File: src/mcs_pkg.sv
`default_nettype none
package mcs_pkg;
    // ------------------------------------------
    // command codes
    // ------------------------------------------
    localparam logic [2:0] OP_CONF   = 3'h0;
    localparam logic [2:0] OP_CONFQ  = 3'h1;
    localparam logic [2:0] OP_FETCH  = 3'h2;
    localparam logic [2:0] OP_MEAS   = 3'h3;
    localparam logic [2:0] OP_INIT   = 3'h4;
    localparam logic [2:0] OP_SENSE  = 3'h5;
    localparam logic [2:0] OP_RST    = 3'h6;
    localparam logic [2:0] OP_RECALL = 3'h7;
    // ------------------------------------------
    // function codes
    // ------------------------------------------
    localparam logic [4:0] F_DCYC = 5'h00;
    localparam logic [4:0] F_FTIM = 5'h01;
    localparam logic [4:0] F_FREQ = 5'h02;
    localparam logic [4:0] F_RAT  = 5'h03;
    localparam logic [4:0] F_MAX  = 5'h04;
    localparam logic [4:0] F_MIN  = 5'h05;
    localparam logic [4:0] F_NWID = 5'h06;
    localparam logic [4:0] F_PER  = 5'h07;
    localparam logic [4:0] F_PHAS = 5'h08;
    localparam logic [4:0] F_PTP  = 5'h09;
    localparam logic [4:0] F_PWID = 5'h0a;
    localparam logic [4:0] F_RTIM = 5'h0b;
    localparam logic [4:0] F_TINT = 5'h0c;
    localparam logic [4:0] F_TOTC = 5'h0d;
    localparam logic [4:0] F_TOTT = 5'h0e;
    localparam logic [4:0] F_PDUT = 5'h0f; // long spelling of duty cycle
    localparam logic [4:0] F_FALL = 5'h10; // long spelling of fall time
    localparam logic [4:0] F_RISE = 5'h11; // long spelling of rise time
    localparam logic [4:0] F_NONE = 5'h1f;
    // ------------------------------------------
    // defaults, errors, result words
    // ------------------------------------------
    localparam logic [31:0] DEF_REF   = 32'h0000_0032;
    localparam logic [31:0] DEF_LOWER = 32'h0000_000a;
    localparam logic [31:0] DEF_UPPER = 32'h0000_005a;
    localparam logic [31:0] DEF_GATE  = 32'h0000_000a;
    localparam logic [31:0] DEF_ZERO  = 32'h0000_0000;
    localparam logic [7:0]  CH_ONE    = 8'h10;
    localparam logic [7:0]  CH_PAIR   = 8'h12;
    localparam logic [15:0] ERR_STALE = 16'hff1a; // -230
    localparam logic [15:0] ERR_TOTAL = 16'hff23; // -221
    localparam logic [15:0] ERR_NOCFG = 16'hff38; // -200
    localparam logic [63:0] NAN_WORD  = 64'h47d2_a2c4_0000_0000;
    localparam logic [3:0]  DIG_MIN   = 4'h1;
    localparam logic [3:0]  DIG_MAX   = 4'hf;

    // fold long spellings onto the short ones
    function automatic logic [4:0] norm_f(input logic [4:0] f);
        case (f)
            F_PDUT:  norm_f = F_DCYC;
            F_FALL:  norm_f = F_FTIM;
            F_RISE:  norm_f = F_RTIM;
            default: norm_f = f;
        endcase
    endfunction : norm_f

    function automatic logic is_peak(input logic [4:0] f);
        is_peak = (f == F_MAX) || (f == F_MIN) || (f == F_PTP);
    endfunction : is_peak

    function automatic logic is_tot(input logic [4:0] f);
        is_tot = (f == F_TOTC) || (f == F_TOTT);
    endfunction : is_tot

    // result f is available from stored data of type m
    function automatic logic derivable(input logic [4:0] f, input logic [4:0] m);
        derivable = (f == m)
                 || ((f == F_FREQ || f == F_PER) && (m == F_FREQ || m == F_PER))
                 || (is_peak(f) && is_peak(m));
    endfunction : derivable
endpackage : mcs_pkg
`default_nettype wire

File: src/mcs_fmt.sv
`timescale 1ns/1ps
`default_nettype none
// ------------------------------------------
// result formatter
// ------------------------------------------
module mcs_fmt
    import mcs_pkg::*;
(
    // clock and reset
    input  wire logic        clk,
    input  wire logic        rst_b,
    // result in
    input  wire logic        load,
    input  wire logic        nan,
    input  wire logic        real_fmt,
    input  wire logic [63:0] raw,
    input  wire logic [3:0]  digits,
    // result out
    output logic             valid,
    output logic [63:0]      data,
    output logic             is_real,
    output logic [3:0]       ndig
);
    // clamp the digit count; zero would give an empty mantissa
    wire [3:0] dig_lo = (digits < DIG_MIN) ? DIG_MIN : digits;
    wire [3:0] dig_ok = (dig_lo > DIG_MAX) ? DIG_MAX : dig_lo;

    // latch one answer per load
    always_ff @(posedge clk or negedge rst_b) begin
        if (!rst_b) begin
            valid   <= 1'b0;
            data    <= '0;
            is_real <= 1'b0;
            ndig    <= DIG_MIN;
        end else begin
            valid <= load;
            if (load) begin
                data    <= nan ? NAN_WORD : raw;
                is_real <= real_fmt;
                ndig    <= dig_ok; // RULE13
            end
        end
    end

    p_digits : assert property (@(posedge clk) disable iff (!rst_b)
        valid && !is_real |-> ndig >= DIG_MIN && ndig <= DIG_MAX)
        else $error("ascii digit count out of range"); // RULE13
endmodule : mcs_fmt
`default_nettype wire

File: src/mcs_seq.sv
// Operation
// RULE1: configure sets up but never starts acquisition
// RULE2: omitted or default parameters take function defaults
// RULE3: configure resets settings; sense-select changes function only
// RULE4: configure and measure turn off post-processing
// RULE5: no absolute level: run auto-trigger, except peaks/totalize
// RULE6: config query reflects only configure or measure
// RULE7: config answer uses short function spellings
// RULE8: reset, recall, sense-select leave stored config
// RULE9: config query before any config: error, empty
// RULE10: fetch function must match or derive from type
// RULE11: unnamed fetch uses last used function
// RULE12: fetch during measurement stalls later commands
// RULE13: results in selected format, 1 to 15 digits
// RULE14: no valid result gives not-a-number and -230
// RULE15: fetch during auto totalize gives not-a-number, -221
// RULE16: measure configures, initiates, returns uninterrupted
// RULE17: measure aborts running measurement and stalls
// RULE18: valid flag cleared by setup, set on completion
`timescale 1ns/1ps
`default_nettype none
module mcs_seq
    import mcs_pkg::*;
(
    // clock and reset
    input  wire logic        CLK_SYS,
    input  wire logic        RST_B,
    // command port
    input  wire logic        CMD_VALID,
    output logic             CMD_READY,
    input  wire logic [2:0]  CMD_OP,
    input  wire logic [4:0]  CMD_FUNC,
    input  wire logic [1:0]  CMD_PGIVEN,
    input  wire logic [31:0] CMD_P1,
    input  wire logic [31:0] CMD_P2,
    input  wire logic        CMD_CGIVEN,
    input  wire logic [7:0]  CMD_CHAN,
    input  wire logic        CMD_ABSLVL,
    input  wire logic        DEV_CLEAR,
    input  wire logic        FMT_REAL,
    // measurement engine
    input  wire logic        ENG_BUSY,
    input  wire logic        ENG_DONE,
    input  wire logic [63:0] ENG_RESULT,
    input  wire logic [3:0]  ENG_DIGITS,
    output logic             ENG_CFG,
    output logic             ENG_DEFAULTS,
    output logic             ENG_SELECT,
    output logic             ENG_STATE_LOAD,
    output logic             ENG_INIT,
    output logic             ENG_ABORT,
    output logic [4:0]       ENG_FUNC,
    output logic [31:0]      ENG_P1,
    output logic [31:0]      ENG_P2,
    output logic [7:0]       ENG_CHAN,
    output logic [4:0]       ENG_FETCH_FUNC,
    // post-processing and trigger
    output logic             POST_OFF,
    output logic             AUTO_TRIG,
    // answers
    output logic             RSP_VALID,
    output logic [63:0]      RSP_DATA,
    output logic             RSP_REAL,
    output logic [3:0]       RSP_DIGITS,
    output logic             CFG_VALID,
    output logic             CFG_EMPTY,
    output logic [4:0]       CFG_FUNC,
    output logic [31:0]      CFG_P1,
    output logic [31:0]      CFG_P2,
    output logic [7:0]       CFG_CHAN,
    output logic             ERR_VALID,
    output logic [15:0]      ERR_CODE
);
    // ------------------------------------------
    // state
    // ------------------------------------------
    typedef enum logic [5:0] {
        S_IDLE  = 6'b000001,
        S_EXEC  = 6'b000010,
        S_ABORT = 6'b000100,
        S_CONF  = 6'b001000,
        S_WAIT  = 6'b010000,
        S_REPLY = 6'b100000
    } mcs_state_e;

    mcs_state_e  state;
    mcs_state_e  next_state;
    logic [2:0]  op;
    logic [4:0]  func;
    logic [1:0]  pgiven;
    logic [31:0] p1;
    logic [31:0] p2;
    logic        cgiven;
    logic [7:0]  chan;
    logic        abslvl;
    logic        cfg_have;
    logic [4:0]  meas_func;
    logic [4:0]  last_func;
    logic        res_valid;
    logic        fmt_load;
    logic        fmt_nan;

    // ------------------------------------------
    // decode
    // ------------------------------------------
    wire       in_idle  = (state == S_IDLE);
    wire       in_exec  = (state == S_EXEC);
    wire       in_conf  = (state == S_CONF);
    wire       in_wait  = (state == S_WAIT);
    wire       in_reply = (state == S_REPLY);
    wire       take     = in_idle && CMD_VALID;
    wire [4:0] nfunc    = norm_f(func);
    // a totalize run blocks fetch only while the engine is busy
    wire       tot_run  = ENG_BUSY && is_tot(meas_func);
    // unnamed fetch falls back to the last used function
    wire [4:0] ffunc    = (func == F_NONE) ? last_func : nfunc; // RULE11
    wire       can_get  = res_valid && derivable(ffunc, meas_func); // RULE10
    wire       no_auto  = abslvl || is_peak(nfunc) || is_tot(nfunc);

    // per-function defaults for both parameters and the channel
    wire [31:0] def1 =
        (nfunc == F_DCYC || nfunc == F_PWID || nfunc == F_NWID) ? DEF_REF :
        (nfunc == F_RTIM || nfunc == F_FTIM) ? DEF_LOWER :
        (nfunc == F_TOTT) ? DEF_GATE : DEF_ZERO;
    wire [31:0] def2 =
        (nfunc == F_RTIM || nfunc == F_FTIM) ? DEF_UPPER : DEF_ZERO;
    wire [7:0]  defc =
        (nfunc == F_RAT || nfunc == F_PHAS || nfunc == F_TINT) ? CH_PAIR : CH_ONE;
    // a missing or default parameter takes the function's value
    wire [31:0] use1 = pgiven[0] ? p1 : def1; // RULE2
    wire [31:0] use2 = pgiven[1] ? p2 : def2; // RULE2
    wire [7:0]  usec = cgiven ? chan : defc; // RULE2

    // commands are refused while an answer is pending
    assign CMD_READY = in_idle; // RULE12 RULE17

    // ------------------------------------------
    // sequencer
    // ------------------------------------------
    always_comb begin
        next_state = state;
        case (state)
            S_IDLE:  if (CMD_VALID) next_state = S_EXEC;
            S_EXEC: begin
                case (op)
                    OP_CONF:  next_state = S_CONF;
                    OP_MEAS:  next_state = ENG_BUSY ? S_ABORT : S_CONF; // RULE17
                    OP_FETCH: next_state = tot_run ? S_IDLE : ENG_BUSY ? S_WAIT : S_REPLY;
                    default:  next_state = S_IDLE;
                endcase
            end
            // engine must idle before the new setup goes in
            S_ABORT: if (!ENG_BUSY) next_state = S_CONF;
            S_CONF:  next_state = (op == OP_MEAS) ? S_WAIT : S_IDLE; // RULE1 RULE16
            S_WAIT:  if (ENG_DONE) next_state = S_REPLY; // RULE12
            S_REPLY: next_state = S_IDLE;
            default: next_state = S_IDLE;
        endcase
        // device clear is the only way out besides completion
        if (DEV_CLEAR) next_state = S_IDLE;
    end

    always_ff @(posedge CLK_SYS or negedge RST_B) begin
        if (!RST_B) state <= S_IDLE;
        else        state <= next_state;
    end

    // latch the command when taken
    always_ff @(posedge CLK_SYS or negedge RST_B) begin
        if (!RST_B) begin
            op     <= OP_CONF;
            func   <= F_NONE;
            pgiven <= '0;
            p1     <= '0;
            p2     <= '0;
            cgiven <= 1'b0;
            chan   <= '0;
            abslvl <= 1'b0;
        end else if (take) begin
            op     <= CMD_OP;
            func   <= CMD_FUNC;
            pgiven <= CMD_PGIVEN;
            p1     <= CMD_P1;
            p2     <= CMD_P2;
            cgiven <= CMD_CGIVEN;
            chan   <= CMD_CHAN;
            abslvl <= CMD_ABSLVL;
        end
    end

    // ------------------------------------------
    // engine strobes
    // ------------------------------------------
    always_ff @(posedge CLK_SYS or negedge RST_B) begin
        if (!RST_B) begin
            ENG_CFG        <= 1'b0;
            ENG_DEFAULTS   <= 1'b0;
            ENG_SELECT     <= 1'b0;
            ENG_STATE_LOAD <= 1'b0;
            ENG_INIT       <= 1'b0;
            ENG_ABORT      <= 1'b0;
            POST_OFF       <= 1'b0;
            AUTO_TRIG      <= 1'b0;
            ENG_FUNC       <= F_NONE;
            ENG_P1         <= '0;
            ENG_P2         <= '0;
            ENG_CHAN       <= '0;
        end else begin
            ENG_CFG        <= in_conf && !DEV_CLEAR;
            ENG_DEFAULTS   <= in_conf && !DEV_CLEAR; // RULE3
            POST_OFF       <= in_conf && !DEV_CLEAR; // RULE4
            AUTO_TRIG      <= in_conf && !DEV_CLEAR && !no_auto; // RULE5
            // measure starts right after its setup; configure never does
            ENG_INIT       <= (in_conf && op == OP_MEAS && !DEV_CLEAR) // RULE16
                           || (in_exec && op == OP_INIT && !ENG_BUSY); // RULE1
            ENG_ABORT      <= in_exec && op == OP_MEAS && ENG_BUSY; // RULE17
            ENG_SELECT     <= in_exec && op == OP_SENSE; // RULE3
            ENG_STATE_LOAD <= in_exec && (op == OP_RST || op == OP_RECALL);
            if (in_conf || (in_exec && op == OP_SENSE)) begin
                ENG_FUNC <= nfunc;
            end
            if (in_conf) begin
                ENG_P1   <= use1;
                ENG_P2   <= use2;
                ENG_CHAN <= usec;
            end
        end
    end

    // ------------------------------------------
    // stored configuration and result state
    // ------------------------------------------
    // only configure and measure touch the stored config
    always_ff @(posedge CLK_SYS or negedge RST_B) begin
        if (!RST_B) begin
            cfg_have <= 1'b0;
            CFG_FUNC <= F_NONE;
            CFG_P1   <= '0;
            CFG_P2   <= '0;
            CFG_CHAN <= '0;
        end else if (in_conf && !DEV_CLEAR) begin
            cfg_have <= 1'b1;
            CFG_FUNC <= nfunc; // RULE6 RULE7 RULE8
            CFG_P1   <= use1;
            CFG_P2   <= use2;
            CFG_CHAN <= usec;
        end
    end

    // measurement type follows setup and sense-select alike
    always_ff @(posedge CLK_SYS or negedge RST_B) begin
        if (!RST_B) begin
            meas_func <= F_NONE;
            last_func <= F_NONE;
        end else begin
            if (in_conf || (in_exec && op == OP_SENSE)) meas_func <= nfunc;
            if (in_conf) last_func <= nfunc;
            else if (in_reply && op == OP_FETCH) last_func <= ffunc; // RULE11
        end
    end

    // completion in the clearing cycle still counts
    always_ff @(posedge CLK_SYS or negedge RST_B) begin
        if (!RST_B)          res_valid <= 1'b0;
        else if (ENG_DONE)   res_valid <= 1'b1; // RULE18
        else if (in_conf)    res_valid <= 1'b0; // RULE18
    end

    // ------------------------------------------
    // answers
    // ------------------------------------------
    wire tot_hit = in_exec && op == OP_FETCH && tot_run;
    wire cfgq    = in_exec && op == OP_CONFQ;
    wire bad     = in_reply && !can_get;

    always_ff @(posedge CLK_SYS or negedge RST_B) begin
        if (!RST_B) begin
            fmt_load       <= 1'b0;
            fmt_nan        <= 1'b0;
            ENG_FETCH_FUNC <= F_NONE;
            CFG_VALID      <= 1'b0;
            CFG_EMPTY      <= 1'b0;
            ERR_VALID      <= 1'b0;
            ERR_CODE       <= '0;
        end else begin
            fmt_load  <= in_reply || tot_hit;
            fmt_nan   <= bad || tot_hit; // RULE14 RULE15
            if (in_exec) ENG_FETCH_FUNC <= ffunc;
            CFG_VALID <= cfgq;
            CFG_EMPTY <= cfgq && !cfg_have; // RULE9
            ERR_VALID <= bad || tot_hit || (cfgq && !cfg_have);
            if (tot_hit)                ERR_CODE <= ERR_TOTAL; // RULE15
            else if (bad)               ERR_CODE <= ERR_STALE; // RULE14
            else if (cfgq && !cfg_have) ERR_CODE <= ERR_NOCFG; // RULE9
        end
    end

    // result word held with the load, formatted one cycle later
    logic [63:0] raw_q;
    logic [3:0]  dig_q;
    always_ff @(posedge CLK_SYS or negedge RST_B) begin
        if (!RST_B) begin
            raw_q <= '0;
            dig_q <= DIG_MIN;
        end else if (in_reply) begin
            raw_q <= ENG_RESULT;
            dig_q <= ENG_DIGITS;
        end
    end

    mcs_fmt u_fmt (
        .clk      (CLK_SYS),
        .rst_b    (RST_B),
        .load     (fmt_load),
        .nan      (fmt_nan),
        .real_fmt (FMT_REAL),
        .raw      (raw_q),
        .digits   (dig_q),
        .valid    (RSP_VALID),
        .data     (RSP_DATA),
        .is_real  (RSP_REAL),
        .ndig     (RSP_DIGITS)
    );

    // ------------------------------------------
    // checks
    // ------------------------------------------
    property p_conf_idle;
        @(posedge CLK_SYS) disable iff (!RST_B)
        in_conf && op == OP_CONF && !DEV_CLEAR |=> ENG_CFG && !ENG_INIT ##1 !ENG_INIT;
    endproperty
    a_conf_idle : assert property (p_conf_idle) // RULE1
        else $error("configure started acquisition");

    property p_post_off;
        @(posedge CLK_SYS) disable iff (!RST_B)
        ENG_CFG |-> POST_OFF && ENG_DEFAULTS;
    endproperty
    a_post_off : assert property (p_post_off) // RULE4
        else $error("post-processing left on at setup");

    property p_auto;
        @(posedge CLK_SYS) disable iff (!RST_B)
        in_conf && !DEV_CLEAR |=> AUTO_TRIG == !$past(no_auto);
    endproperty
    a_auto : assert property (p_auto) // RULE5
        else $error("auto-trigger choice wrong");

    property p_cfg_keep;
        @(posedge CLK_SYS) disable iff (!RST_B)
        !in_conf |=> $stable(CFG_FUNC) && $stable(CFG_P1);
    endproperty
    a_cfg_keep : assert property (p_cfg_keep) // RULE8
        else $error("stored config changed by other command");

    property p_cfg_empty;
        @(posedge CLK_SYS) disable iff (!RST_B)
        cfgq && !cfg_have |=> CFG_EMPTY && ERR_VALID && ERR_CODE == ERR_NOCFG;
    endproperty
    a_cfg_empty : assert property (p_cfg_empty) // RULE9
        else $error("early config query not flagged");

    property p_stale;
        @(posedge CLK_SYS) disable iff (!RST_B)
        in_reply && !res_valid |=> ERR_CODE == ERR_STALE ##1 RSP_VALID && RSP_DATA == NAN_WORD;
    endproperty
    a_stale : assert property (p_stale) // RULE14
        else $error("missing result not answered with nan");

    property p_tot;
        @(posedge CLK_SYS) disable iff (!RST_B)
        tot_hit |=> ERR_CODE == ERR_TOTAL ##1 RSP_VALID && RSP_DATA == NAN_WORD;
    endproperty
    a_tot : assert property (p_tot) // RULE15
        else $error("fetch during totalize not refused");

    property p_stall;
        @(posedge CLK_SYS) disable iff (!RST_B)
        in_wait && !ENG_DONE && !DEV_CLEAR |=> !CMD_READY;
    endproperty
    a_stall : assert property (p_stall) // RULE12
        else $error("commands taken during hold-off");

    property p_meas_abort;
        @(posedge CLK_SYS) disable iff (!RST_B)
        in_exec && op == OP_MEAS && ENG_BUSY && !DEV_CLEAR |=> ENG_ABORT && !CMD_READY;
    endproperty
    a_meas_abort : assert property (p_meas_abort) // RULE17
        else $error("measure did not abort running measurement");

    property p_valid_set;
        @(posedge CLK_SYS) disable iff (!RST_B)
        ENG_DONE |=> res_valid;
    endproperty
    a_valid_set : assert property (p_valid_set) // RULE18
        else $error("completion lost");

    c_meas  : cover property (@(posedge CLK_SYS) disable iff (!RST_B)
        in_conf && op == OP_MEAS ##[1:50] RSP_VALID);
    c_fetch : cover property (@(posedge CLK_SYS) disable iff (!RST_B)
        in_wait ##[1:50] RSP_VALID && !fmt_nan);
    c_abort : cover property (@(posedge CLK_SYS) disable iff (!RST_B)
        ENG_ABORT ##[1:50] ENG_INIT);
endmodule : mcs_seq
`default_nettype wire

File: config.mk
export PLATFORM = sky130hd
export DESIGN_NAME = mcs_seq
export DESIGN_NICKNAME = d
export VERILOG_FILES = /design/src/mcs_pkg.sv /design/src/mcs_fmt.sv /design/src/mcs_seq.sv
export SDC_FILE = /design/constraint.sdc
export NUM_CORES = 1
export LEC_CHECK = 0
export BUFFER_PORTS_ARGS = -buffer_cell sky130_fd_sc_hd__buf_2
export CAP_MARGIN = 25
export CORE_ASPECT_RATIO = 0.8
export CORE_MARGIN = 5
export CORE_UTILIZATION = 55
export CTS_BUF_LIST = sky130_fd_sc_hd__clkbuf_4
export DETAILED_ROUTE_END_ITERATION = 16
export GPL_TIMING_DRIVEN = 0
export PLACE_DENSITY_LB_ADDON = 0.12
export SLEW_MARGIN = 10
export SYNTH_ARGS = -nofsm -noshare
export SYNTH_HDL_FRONTEND = slang
export SYNTH_SLANG_ARGS = --single-unit
File: constraint.sdc
create_clock -name CLK_SYS -period 3.34 [get_ports CLK_SYS]
set_clock_uncertainty 0.15 [all_clocks]
set_input_delay 0.167 -clock CLK_SYS [delete_from_list [all_inputs] [get_ports CLK_SYS]]
set_output_delay 0.167 -clock CLK_SYS [all_outputs]
set_load 0.02 [all_outputs]
==> summary by stage <==
Logic synthesis
The number of standard cells after synthesis is 1595. Each instance of the synthesized netlist takes up on average 10.38 µm². The post-synthesis instance area is 16550 µm².

During synthesis, Yosys emitted a total of 0 warnings. Among all flip-flop cells after synthesis, the most frequent one is dfrtp_1. For this run, asynchronously set or reset flops after synthesis account for 1.000. The count of flip-flops with a built-in enable after synthesis is 0.

The count of unique library cells instantiated by Yosys is 66. For this run, the register share of the synthesized area comes to 0.6221. In this run, synthesis produced a sequential element count of just over 400.

Critical path
The highest net fanout along the worst path is 10. Across all register-to-register paths, the minimum setup slack is 0.21 ns. The logic depth of the worst setup path including buffers is 8. The most numerous cell on the critical path is clkbuf_1. On the worst path, the slowest cell contributes a delay of 0.60 ns. For this design, the slowest cell found on the critical path is dfstp_2.

STA classifies the critical path endpoint as a flop. Counting both buffers and inverters, the worst setup path holds a total of 3. The critical path goes through nor4_1 -> nand3b_1 -> or2_1 -> clkbuf_1 -> clkbuf_2 -> clkbuf_1 -> nand2_1 -> o21ai_0. The critical path class is reg2reg. The data required time at the worst endpoint is 3.85 ns.

In this run the critical register-to-register path is launched from state[0]. STA classifies the critical path startpoint as a flop. Broken down by cell family, the worst path's largest delay share belongs to buffers and inverters. The number of cells on the worst reg-to-reg path is 8. The endpoint identified for the worst register-to-register timing path is CFG_P2[24].

The worst path arrival time is 3.64 ns.

Power
Across the VDD grid, the largest voltage drop is 0.0004662 V. Summed over all cells, the static leakage comes to about 11 nW. For this design the ratio of total power to cell area is 653.7 nW/µm².

Hold path
The path class of the tightest hold or removal check is in2reg. The origin of the worst min-delay path is CMD_P1[17]. The path with the worst hold slack has its endpoint at p1[17]. The worst hold path passes through 3 cells.

Run status
The run finished with clean final reports.

Global routing
The number of global-route vias before repair was 16450. The total congestion overflow after global routing is 0. The initial antenna violation count is 5. The overall routing resource usage is 0.3355. The first-pass GRT wire length is 89.23 mm. Entering global routing, the biggest net connects 113 pins.

Clock network
The clock passes through at most 3 buffers. The cell sitting at the root of the clock tree is a clkbuf_4. The number of buffers created by CTS is 101. The number of setup buffers added after CTS is 0. The clock tree from TritonCTS is done. After clock tree synthesis, the clock-pin slew on the worst setup and hold paths is 0.09 ns. The number of sinks handled by clock tree synthesis is approximately 400. The latest clock arrival within the worst-skew pair is 0.77 ns. CTS built an H-tree with a depth of 3.

Detailed routing
The final route contains 15560 vias. The post-detailed-routing wire length is approximately 56 mm. After detailed routing, the average wire length per cell comes to ~20 µm.

The detailed-routing iteration count for the pre-antenna-repair pass is 5. The detail route stage leaves a number of antenna-violating nets equal to 0. The mean number of vias per cell is 5.394. In this run, the number of DRC markers left after iteration 0 of detailed routing was 1187.

For this run, design rule violations remaining after detail routing come to 0.

Timing
The total negative setup slack is 0 ns. The post-route minimum period is 3.132 ns. Setup repair after global routing left no endpoint under its margin. The slack of the critical path is 0.2083 ns. The final critical-path share of the clock period is 0.9376. The number of pins with negative max-slew slack in the final report came to 0.

In this run the tightest slew margin relative to its limit is 0.4892. The maximum clock frequency is 0.3193 GHz. The number of hold-slack violations in the final timing report is 0. Setup violations remaining at the end of the flow were counted as 0. The slew at the pin with the worst max-slew slack is 0.7638 ns. The worst hold slack is around 0.043 ns.

Flow run
The tool flagged a number of max-cap violations equal to 0.

Floorplanning
For this configuration, the core starts out at a cell density of 0.5610. The initialized floorplan defines 56 standard-cell rows. about 420 I/O pins were placed.

The area of the die is 33680 µm². From bottom edge to top edge, the die measures ~170 µm. The core region area is a little under 30000 µm².

The width of the chip is 203.9 µm.

Final layout
After routing the design area is roughly 23000 µm². The area growth from synthesis to layout is 41.28%. The library cells used most frequently in the layout, excluding fill and tap cells, are nand2_1 (450), buf_2 (417), dfrtp_1 (382), dlygate4sd3_1 (281), o21ai_0 (214). The count of nets after finishing is 2556. The post-route non-filler standard cell count is 2885.

The share of layout cells above drive strength 1 is 0.2838. The library cell used most frequently in the layout, excluding fill and tap cells, is nand2_1.

Placement
Detailed placement finished with a half-perimeter wire length of 34.08 mm. The count of buffers added on input and output ports is 412. The post-place instance area is a little under 20000 µm². The total instance count after detailed placement is 2418.

The weighted congestion reported at the end of routability-driven placement is ~0.84. At the placement stage, the worst setup path has a slack of 0.09713 ns.
-- registers in the layout, indices dropped and copies added (netlist names), 6 cells and up --
register / count
p2: 32
ENG_CHAN: 8
p1: 32
state: 6
CFG_CHAN: 8
chan: 8
ENG_P2: 32
CFG_P1: 32
u_fmt.data: 64
raw_q: 64
CFG_P2: 32
ENG_P1: 32
-- how the worst max path moves through the flow --
stage                     startpoint          end  slack (ns)
final                       state[0]   CFG_P2[24]        0.21
after global routing        state[0]   CFG_P1[22]        0.05
after CTS                   state[0]  ENG_CHAN[2]        0.09
after detailed placement    state[0]   CFG_P2[28]         0.1
after global placement         RST_B    raw_q[59]       -6.02
after floorplan             state[4]        p1[0]        0.72
-- layer usage --
metal	share of wire	GRT usage	vias to the layer above
met1	0.40	0.4326	7617
met5	0	0	-
met4	0.039	0.1394	0
met3	0.089	0.09371	184
met2	0.48	0.5438	854
li1	-	-	6907
-- final cells by class --
type	count	area, µm²
flip-flops and latches	410	10290
fillers	1782	6117
multi-input cells	1012	5454
repair buffers	697	4995
clock buffers	160	1201
plain buffers	115	593.1
well taps	406	508.0
inverters	60	225.2
clock inverters	16	87.58
diodes	9	22.52
-- kinds of logic (layout without fill, tap and decap cells) --
group	after synthesis	in the layout	share of synthesized area
xor gates and xnor gates	7	7	0.003705
muxes	93	93	0.06298
other	1	12	0.0002266
AOI/OAI and AO/OA	288	288	0.09519
DFF	410	410	0.6221
buffers and inverters	175	1048	0.04884
and+or+nand+nor	621	621	0.1670
-- worst register-to-register path, delay by kind of cell, from the launching register on --
kind / cells / cell delay (ns)
buf+inv: 3 / 1.55
flops: 1 / 0.60
compound gates: 1 / 0.15
simple gates: 4 / 0.60
-- cells in the mapped netlist, types with 7 or more instances --
cell type / n / area share
inv_1: 59 / 0.013
buf_4: 18 / 0.0082
nand2b_1: 7 / 0.0026
dfstp_2: 28 / 0.044
nor2_1: 49 / 0.011
nor3_1: 11 / 0.0033
nand2_1: 450 / 0.10
nand3b_1: 55 / 0.025
a21oi_1: 30 / 0.0091
dfrtp_1: 382 / 0.58
mux2_1: 49 / 0.033
o21ai_0: 214 / 0.065
mux2_2: 40 / 0.027
clkbuf_1: 82 / 0.019
-- metrics by stage --
stage,utilization,total power [mW]
after CTS,0.7915,15.11
after global placement,0.6484,10.48
after detailed placement,0.6516,10.63
after floorplan,-,9.262
final,0.7926,15.28
after global routing,0.7923,16.09
-- power breakdown --
group | internal (mW) | switching [mW]
clock network | 2.23 | 2.05
logic | 1.88 | 2.61
registers | 5.94 | 0.570
total | 10.1 | 5.23
-- repair_timing --
item	CTS	global route
setup endpoints to repair	0	50
hold endpoints to repair	443	0
hold buffers	282	0
resized for setup	0	8
(Power assumes the default switching activity.)
